$ cat src/verilog/nco_consts.svh
// constants for the subcarrier oscillator and upper register bank
// assumes inclusion by bare name from the two modules; the package does not include it
`ifndef NCO_CONSTS_SVH
`define NCO_CONSTS_SVH
`define OFS_ADJUST 8'h08
`define OFS_FREQ2 8'h09
`define OFS_FREQ1 8'h0a
`define OFS_FREQ0 8'h0b
`define OFS_PORT_WR 8'h22
`define OFS_CAP_F1B1 8'hf0
`define OFS_CAP_F1B2 8'hf1
`define OFS_CAP_F2B1 8'hf2
`define OFS_CAP_F2B2 8'hf3
`define OFS_CAP_CTL 8'hf4
`define OFS_HSOFF_LO 8'hf8
`define OFS_HSOFF_HI 8'hf9
`define OFS_SLAVE_CTL 8'hfb
`define OFS_SLAVE_POS 8'hfc
`define OFS_TEST 8'hfe
`define OFS_GENLOCK 8'hff
`define RST_ADJUST 8'h99
`define RST_FREQ2 8'h87
`define RST_FREQ1 8'hc1
`define RST_FREQ0 8'hf1
`define RST_HSOFF_LO 8'h7e
`define RST_ZERO 8'h00
`define BIT_LINE_RST_DIS 7
`define MASK_CAP_CTL 8'h0f
`define MASK_HI2 8'h03
`define MASK_CAP_DATA 8'h7f
`define PIX_PER_LINE_525 11'd1716
`define PIX_PER_LINE_625 11'd1728
`define FIELDS_PER_ADJ 3'd7
`endif

$ cat src/verilog/nco_pkg.sv
// types shared by the register bank and the oscillator
// needs nothing from nco_consts.svh; only the modules include it
package nco_pkg;
   typedef enum logic [1:0] {STD_NTSC, STD_PAL, STD_RSVD2, STD_RSVD3} video_std_e;
   typedef struct packed {
      logic [23:0] freq_word;
      logic [7:0] adjust;
      logic line_reset_disable;
      logic is_ntsc;
   } nco_cfg_s;
endpackage

$ cat src/verilog/nco_upper_regs.sv
// upper register bank with subcarrier oscillator and line timing
// Summary of operation
// - adjust value added to oscillator once every 8 fields, lost when that field end also resets the NTSC oscillator
// - in NTSC the oscillator resets at each line end
// - line reset disable bit suppresses that per-line reset
// - 1716 pixel clocks per line in 525, 1728 in 625
// - 24-bit word built from three bytes, lowest address is MSB
// - adjust register seeds the frequency correction
// assumes a serial bus front end presents byte writes and reads by address
`timescale 1ns/100ps
`include "nco_consts.svh"
module nco_upper_regs import nco_pkg::*; #(
   parameter int PHASE_W = 10,
   parameter int LINES_525 = 525,
   parameter int LINES_625 = 625
) (
   // clock and reset
   input wire logic ref_clk,
   input wire logic rst,
   // register port
   input wire logic [7:0] reg_addr,
   input wire logic [7:0] reg_wdata,
   input wire logic reg_wr,
   input wire logic reg_rd,
   output logic [7:0] reg_rdata,
   // format
   input wire logic [1:0] video_format,
   // outputs
   output logic [PHASE_W-1:0] subcarrier_phase,
   output logic line_end_out,
   output logic [7:0] port_write_out,
   output logic [7:0] caption_control_out,
   output logic [9:0] hsync_offset_out,
   output logic [7:0] genlock_control_out
);
   logic [7:0] adj_reg, fr2_reg, fr1_reg, fr0_reg, pw_reg;
   logic [7:0] cf1a_reg, cf1b_reg, cf2a_reg, cf2b_reg, cctl_reg;
   logic [7:0] hlo_reg, hhi_reg, sl1_reg, sl2_reg, gps_reg;
   logic [7:0] rdata_reg, rdata_next;
   logic [10:0] pix_reg, pix_next;
   logic [9:0] line_reg, line_next;
   logic [PHASE_W-1:0] ph_reg;
   logic [PHASE_W-1:0] ph_w;
   logic le_reg;
   logic [10:0] run_reg;
   logic run_ok_reg;
   logic [1:0] fmt_reg;
   nco_cfg_s cfg;
   wire is_ntsc = (video_format == STD_NTSC);
   wire [10:0] line_len = is_ntsc ? `PIX_PER_LINE_525 : `PIX_PER_LINE_625;
   wire [9:0] nlines = is_ntsc ? 10'(LINES_525) : 10'(LINES_625);
   wire line_end = (pix_reg == line_len - 11'd1);
   wire field_end = line_end && (line_reg == nlines - 10'd1);
   assign pix_next = line_end ? 11'h0 : pix_reg + 11'd1;
   assign line_next = field_end ? 10'h0 : (line_end ? line_reg + 10'd1 : line_reg);
   // one driver for the whole carrier; field order follows nco_cfg_s
   assign cfg = {fr2_reg, fr1_reg, fr0_reg,
      adj_reg,
      sl1_reg[`BIT_LINE_RST_DIS],
      is_ntsc};
   subcarrier_nco #(.PHASE_W(PHASE_W)) u_nco (
      .ref_clk(ref_clk),
      .rst(rst),
      .cfg(cfg),
      .line_end(line_end),
      .field_end(field_end),
      .phase(ph_w)
   );
   // write decode
   wire w_adj = reg_wr && reg_addr == `OFS_ADJUST;
   wire w_fr2 = reg_wr && reg_addr == `OFS_FREQ2;
   wire w_fr1 = reg_wr && reg_addr == `OFS_FREQ1;
   wire w_fr0 = reg_wr && reg_addr == `OFS_FREQ0;
   wire w_pw = reg_wr && reg_addr == `OFS_PORT_WR;
   wire w_c1a = reg_wr && reg_addr == `OFS_CAP_F1B1;
   wire w_c1b = reg_wr && reg_addr == `OFS_CAP_F1B2;
   wire w_c2a = reg_wr && reg_addr == `OFS_CAP_F2B1;
   wire w_c2b = reg_wr && reg_addr == `OFS_CAP_F2B2;
   wire w_cct = reg_wr && reg_addr == `OFS_CAP_CTL;
   wire w_hlo = reg_wr && reg_addr == `OFS_HSOFF_LO;
   wire w_hhi = reg_wr && reg_addr == `OFS_HSOFF_HI;
   wire w_sl1 = reg_wr && reg_addr == `OFS_SLAVE_CTL;
   wire w_sl2 = reg_wr && reg_addr == `OFS_SLAVE_POS;
   wire w_gps = reg_wr && reg_addr == `OFS_GENLOCK;
   // read decode; port write data is write-only, test and unmapped read zero
   always_comb begin
      rdata_next = rdata_reg;
      if (reg_rd) begin
         if (reg_addr == `OFS_ADJUST) rdata_next = adj_reg;
         else if (reg_addr == `OFS_FREQ2) rdata_next = fr2_reg;
         else if (reg_addr == `OFS_FREQ1) rdata_next = fr1_reg;
         else if (reg_addr == `OFS_FREQ0) rdata_next = fr0_reg;
         else if (reg_addr == `OFS_CAP_F1B1) rdata_next = cf1a_reg;
         else if (reg_addr == `OFS_CAP_F1B2) rdata_next = cf1b_reg;
         else if (reg_addr == `OFS_CAP_F2B1) rdata_next = cf2a_reg;
         else if (reg_addr == `OFS_CAP_F2B2) rdata_next = cf2b_reg;
         else if (reg_addr == `OFS_CAP_CTL) rdata_next = cctl_reg;
         else if (reg_addr == `OFS_HSOFF_LO) rdata_next = hlo_reg;
         else if (reg_addr == `OFS_HSOFF_HI) rdata_next = hhi_reg;
         else if (reg_addr == `OFS_SLAVE_CTL) rdata_next = sl1_reg;
         else if (reg_addr == `OFS_SLAVE_POS) rdata_next = sl2_reg;
         else if (reg_addr == `OFS_GENLOCK) rdata_next = gps_reg;
         else rdata_next = `RST_ZERO;
      end
   end
   always_ff @(posedge ref_clk or posedge rst) begin
      if (rst) begin
         adj_reg <= `RST_ADJUST;
         fr2_reg <= `RST_FREQ2;
         fr1_reg <= `RST_FREQ1;
         fr0_reg <= `RST_FREQ0;
         pw_reg <= `RST_ZERO;
         cf1a_reg <= `RST_ZERO;
         cf1b_reg <= `RST_ZERO;
         cf2a_reg <= `RST_ZERO;
         cf2b_reg <= `RST_ZERO;
         cctl_reg <= `RST_ZERO;
         hlo_reg <= `RST_HSOFF_LO;
         hhi_reg <= `RST_ZERO;
         sl1_reg <= `RST_ZERO;
         sl2_reg <= `RST_ZERO;
         gps_reg <= `RST_ZERO;
      end else begin
         if (w_adj) adj_reg <= reg_wdata;
         if (w_fr2) fr2_reg <= reg_wdata;
         if (w_fr1) fr1_reg <= reg_wdata;
         if (w_fr0) fr0_reg <= reg_wdata;
         if (w_pw) pw_reg <= reg_wdata;
         if (w_c1a) cf1a_reg <= reg_wdata & `MASK_CAP_DATA;
         if (w_c1b) cf1b_reg <= reg_wdata & `MASK_CAP_DATA;
         if (w_c2a) cf2a_reg <= reg_wdata & `MASK_CAP_DATA;
         if (w_c2b) cf2b_reg <= reg_wdata & `MASK_CAP_DATA;
         if (w_cct) cctl_reg <= reg_wdata & `MASK_CAP_CTL;
         if (w_hlo) hlo_reg <= reg_wdata;
         if (w_hhi) hhi_reg <= reg_wdata & `MASK_HI2;
         if (w_sl1) sl1_reg <= reg_wdata;
         if (w_sl2) sl2_reg <= reg_wdata;
         if (w_gps) gps_reg <= reg_wdata;
      end
   end
   // timing counters and registered outputs
   always_ff @(posedge ref_clk or posedge rst) begin
      if (rst) begin
         pix_reg <= 11'h0;
         line_reg <= 10'h0;
         rdata_reg <= `RST_ZERO;
         le_reg <= 1'b0;
         ph_reg <= '0;
      end else begin
         pix_reg <= pix_next;
         line_reg <= line_next;
         rdata_reg <= rdata_next;
         le_reg <= line_end;
         ph_reg <= ph_w;
      end
   end
   assign reg_rdata = rdata_reg;
   assign subcarrier_phase = ph_reg;
   assign line_end_out = le_reg;
   assign port_write_out = pw_reg;
   assign caption_control_out = cctl_reg;
   assign hsync_offset_out = {hhi_reg[1:0], hlo_reg};
   assign genlock_control_out = gps_reg;
   // cycles since the last line end, checked against the constants rather than line_len;
   // a format change voids the count until the next line end
   always_ff @(posedge ref_clk or posedge rst) begin
      if (rst) begin
         run_reg <= '0;
         run_ok_reg <= 1'b0;
         fmt_reg <= '0;
      end else begin
         run_reg <= line_end ? '0 : run_reg + 11'd1;
         fmt_reg <= video_format;
         if (line_end) begin
            run_ok_reg <= 1'b1;
         end else if (video_format != fmt_reg) begin
            run_ok_reg <= 1'b0;
         end
      end
   end
endmodule // nco_upper_regs

$ cat src/verilog/subcarrier_nco.sv
// subcarrier phase accumulator with per-line reset and 8-field adjust
// assumes line_end and field_end pulses come from the timing generator
`timescale 1ns/100ps
`include "nco_consts.svh"
module subcarrier_nco import nco_pkg::*; #(
   parameter int PHASE_W = 10
) (
   // clock and reset
   input wire logic ref_clk,
   input wire logic rst,
   // configuration and timing
   input wire nco_cfg_s cfg,
   input wire logic line_end,
   input wire logic field_end,
   // phase out
   output logic [PHASE_W-1:0] phase
);
   logic [25:0] acc_reg;
   logic [25:0] acc_next;
   logic [2:0] fld_reg;
   logic [2:0] fld_next;
   wire adj_due = field_end && (fld_reg == `FIELDS_PER_ADJ);
   wire line_rst = cfg.is_ntsc && line_end && !cfg.line_reset_disable;
   wire [25:0] step = {2'b00, cfg.freq_word} +
      (adj_due ? {18'h0, cfg.adjust} : 26'h0);
   assign fld_next = field_end ? fld_reg + 3'd1 : fld_reg;
   assign acc_next = line_rst ? 26'h0 : acc_reg + step;
   assign phase = acc_reg[25 -: PHASE_W];
   always_ff @(posedge ref_clk or posedge rst) begin
      if (rst) begin
         acc_reg <= 26'h0;
         fld_reg <= 3'h0;
      end else begin
         acc_reg <= acc_next;
         fld_reg <= fld_next;
      end
   end
endmodule // subcarrier_nco
$ cat config.mk
export PLATFORM = sky130hd
export DESIGN_NAME = nco_upper_regs
export DESIGN_NICKNAME = d
export VERILOG_FILES = /design/src/verilog/nco_pkg.sv /design/src/verilog/nco_upper_regs.sv /design/src/verilog/subcarrier_nco.sv
export VERILOG_INCLUDE_DIRS = /design/src /design/src/verilog
export SDC_FILE = /design/constraint.sdc
export NUM_CORES = 1
export LEC_CHECK = 0
export ABC_AREA = 1
export BUFFER_PORTS_ARGS = -buffer_cell sky130_fd_sc_hd__buf_2
export CAP_MARGIN = 15
export CORE_MARGIN = 2
export CORE_UTILIZATION = 35
export DETAILED_ROUTE_END_ITERATION = 12
export PLACE_DENSITY = 0.59
export SLEW_MARGIN = 20
export SYNTH_ARGS = -nofsm -noshare
export SYNTH_HDL_FRONTEND = slang
export SYNTH_HIERARCHICAL = 1
export SYNTH_SLANG_ARGS = --single-unit
$ cat constraint.sdc
create_clock -name ref_clk -period 15 [get_ports ref_clk]
set_input_delay 3 -clock ref_clk [delete_from_list [all_inputs] [get_ports ref_clk]]
set_output_delay 3 -clock ref_clk [all_outputs]
set_load 0.01 [all_outputs]
==> results_dict.tcl <==
set metrics [dict create \
    core-area_sq_um 28000 \
    drt-initial-drc-count 752 \
    clk_pin_slew_ps 80 \
    wl_met1_mm 12.8 \
    syn-cell-area_sq_um 10000 \
    antenna_left 0 \
    synth_area_per_cell_sq_um 7.81 \
    synth_cells 1282 \
    hp-class "flip-flop to flip-flop" \
    ys_types 51 \
    setup_violations 0 \
    io_buffers 70 \
    cts.htree.levels 4 \
    fin_ws_ps 8890 \
    start_util_pct 35.7 \
    drv_cap 0 \
    yosysWarnings 6 \
    cp-end-kind "flip-flop" \
    synth_edf_count 0 \
    dieArea_sq_um 30000 \
    worstReg2RegStart "pix_reg[0]" \
    postLayoutCellArea_sq_um 11300 \
    wire_per_inst_microns 15.0 \
    postCtsSetupBuffers 0 \
    power.density_nw_per_um2 126 \
    fin_nets 1413 \
    gp_congestion 0.885 \
    ys_seq_area_share_pct 44.0 \
    post_drt_via_cell_ratio 4.75 \
    dr.pass1.iters 7 \
    dp.cells 1696 \
    clock_skew_ps 12.0 \
    met3_length_mm 1.07 \
    fillers 2873 \
    period_minus_slack_ps 6110 \
    grt_pass1_wl_mm 42.8 \
    area_growth_pct 12.4 \
    ys.flop_type "dfrtp_1" \
    io_pins 75 \
    wl_met2_mm 11.5 \
    slowest_delay_ps 490 \
    stdcell_count 1728 \
    required_ps 15370 \
    hold_viol_final 0 \
    min_from "u_nco/acc_reg[24]" \
    fmax_ghz 0.164 \
    fin_setup_tns_ps 0 \
    rows 61 \
    final_core_util_pct 40.2 \
    outcome "finished, final reports clean" \
    highest_layer "met4" \
    cts_buffers 17 \
    cp_cell_sequence "buf_2 -> nor2_2 -> o21ai_0 -> o21ai_0 -> inv_1 -> nand2_1 -> inv_1 -> nand3_1 -> inv_1 -> nand2_1 -> nor2_1 -> fa_1 -> ha_1 -> inv_1 -> fa_1 -> inv_1 -> nand2_1 -> nand2_1 -> nand3_1 -> nand2_2 -> a21oi_1 -> nand2_1 -> nand2_1 -> nor2_1" \
    cts_resized 0 \
    grt_overflow 0 \
    die_width_microns 173 \
    die_h_microns 173 \
    rr_worst_depth 22 \
    slew_viol_final 0 \
    finalPower_mw 1.42 \
    cp_common_cell "nand2_1" \
    numClockSinks 175 \
    grt_use_total_pct 17.9 \
    place_ws_ps 8410 \
    vias 8203 \
    leakage_nw 5.81 \
    vdd_ir_drop_max_v 0.0000809 \
    critical_path_class "input port to flip-flop" \
    cts_buffer_depth 2 \
    drive_gt1_share_pct 15.3 \
    period_share_pct 40.7 \
    cts-root-buf "clkbuf_16" \
    n_antenna_cell 0 \
    slew_headroom_pct 45.5 \
    cp_max_fo 8 \
    grt_start_max_net_pins 83 \
    hold_path_depth 0 \
    tightest_slew_ps 818 \
    slowest_stage "fa_1" \
    hpwl_mm 19.2 \
    placed_area_sq_um 10600 \
    ctsHoldBuffers 0 \
    cp_data_arrival_time_ps 6480 \
    grt_pass1_vias 7965 \
    grt_setup_unrepaired "no" \
    largest_reg_flops 26 \
    clock_latency_ps 440 \
    start_kind "input port" \
    wl_mm 25.9 \
    cp-startpoint "video_format[1]" \
    cts_tree "done" \
    fin_worst_hold_slack_ps 389 \
    antenna_found_initial 0 \
    ys_ff_latch 175 \
    async_flop_share_pct 100 \
    route.detailed.drc 0 \
]
==> per-layer routing <==
layer | vias to the layer above | track usage, %
met5 | - | 0
met4 | 0 | 5.08
met3 | 30 | 2.68
li1 | 4142 | -
met2 | 176 | 27.9
met1 | 3855 | 25.8
==> cell type report <==
type / instances / area (sq um) / area share (%)
sequential: 175 / 4410 / 39.2
clock buffer: 17 / 425 / 3.78
multi-input combinational: 882 / 4670 / 41.5
clock inverter: 15 / 198 / 1.76
inverter: 189 / 718 / 6.38
timing repair buffer: 72 / 365 / 3.25
tap: 378 / 473 / 4.20
==> cell usage after synthesis, types with 3 or more instances <==
cell type	instances	area share (%)
clkbuf_1	13	0.49
nor2_4	9	1.0
buf_6	4	0.45
nor3_1	9	0.45
inv_2	10	0.37
ha_1	45	5.6
xnor2_1	5	0.44
or2_0	4	0.25
nand3_2	7	0.70
o21ai_0	116	5.8
a21oi_1	50	2.5
dfrtp_1	153	38
nand3_1	47	2.3
nand2_2	23	1.4
a221oi_1	3	0.26
o21ai_1	3	0.15
nor2_2	8	0.50
nor2_1	96	3.6
buf_4	14	1.0
buf_2	8	0.40
inv_1	176	6.6
or2_2	3	0.19
nand2_4	3	0.34
xor2_1	3	0.26
fa_1	9	1.8
nand4_1	17	1.1
nor4_1	6	0.37
nand2_1	385	14
dfstp_2	22	5.8
==> logic make-up after synthesis <==
kind of cell               after synthesis  synth area share, %
AOI/OAI and AO/OA                      182                 9.52
xor gates and xnor gates                 8                0.700
and+or+nand+nor                        632                 28.6
muxes                                    2                0.225
other                                    1               0.0374
buffers and inverters                  228                 9.51
adders and majority gates               54                 7.42
DFF                                    175                 44.0
==> cells in the final DEF (no fill, tap or decap), types with 10 or more instances in the layout <==
master / netlist / routed
nand3_1: 47 / 47
clkbuf_16: 0 / 17
nand2_1: 385 / 385
nand2_2: 23 / 23
nor2_1: 96 / 96
a21oi_1: 50 / 50
ha_1: 45 / 45
dfrtp_1: 153 / 153
inv_2: 10 / 10
dfstp_2: 22 / 22
buf_2: 8 / 70
o21ai_0: 116 / 116
nand4_1: 17 / 17
inv_1: 176 / 175
==> final timing paths <==
path,end,slack (ps)
max,u_nco/acc_reg[17],8890
min,subcarrier_phase[8],390
max reg2reg,u_nco/acc_reg[17],11170
min reg2reg,subcarrier_phase[8],390
max in group asynchronous,subcarrier_phase[2],10970
min in group asynchronous,subcarrier_phase[9],2700
==> power by group <==
part / total [mW] / internal (mW) / switching, mW
Clock: 0.477 / 0.268 / 0.209
Combinational: 0.362 / 0.123 / 0.239
Sequential: 0.581 / 0.537 / 0.0431
Total: 1.42 / 0.929 / 0.491
==> worst max-delay path, delay by kind of cell <==
| kind | cells | cell delay (ps) |
|---|---|---|
| AO/OA/AOI/OAI | 3 | 330 |
| adder cells (fa/ha/maj) | 3 | 1090 |
| buffers and inverters | 6 | 610 |
| AND/OR/NAND/NOR | 12 | 1440 |
Note: power is estimated with default switching activity, not from simulation.
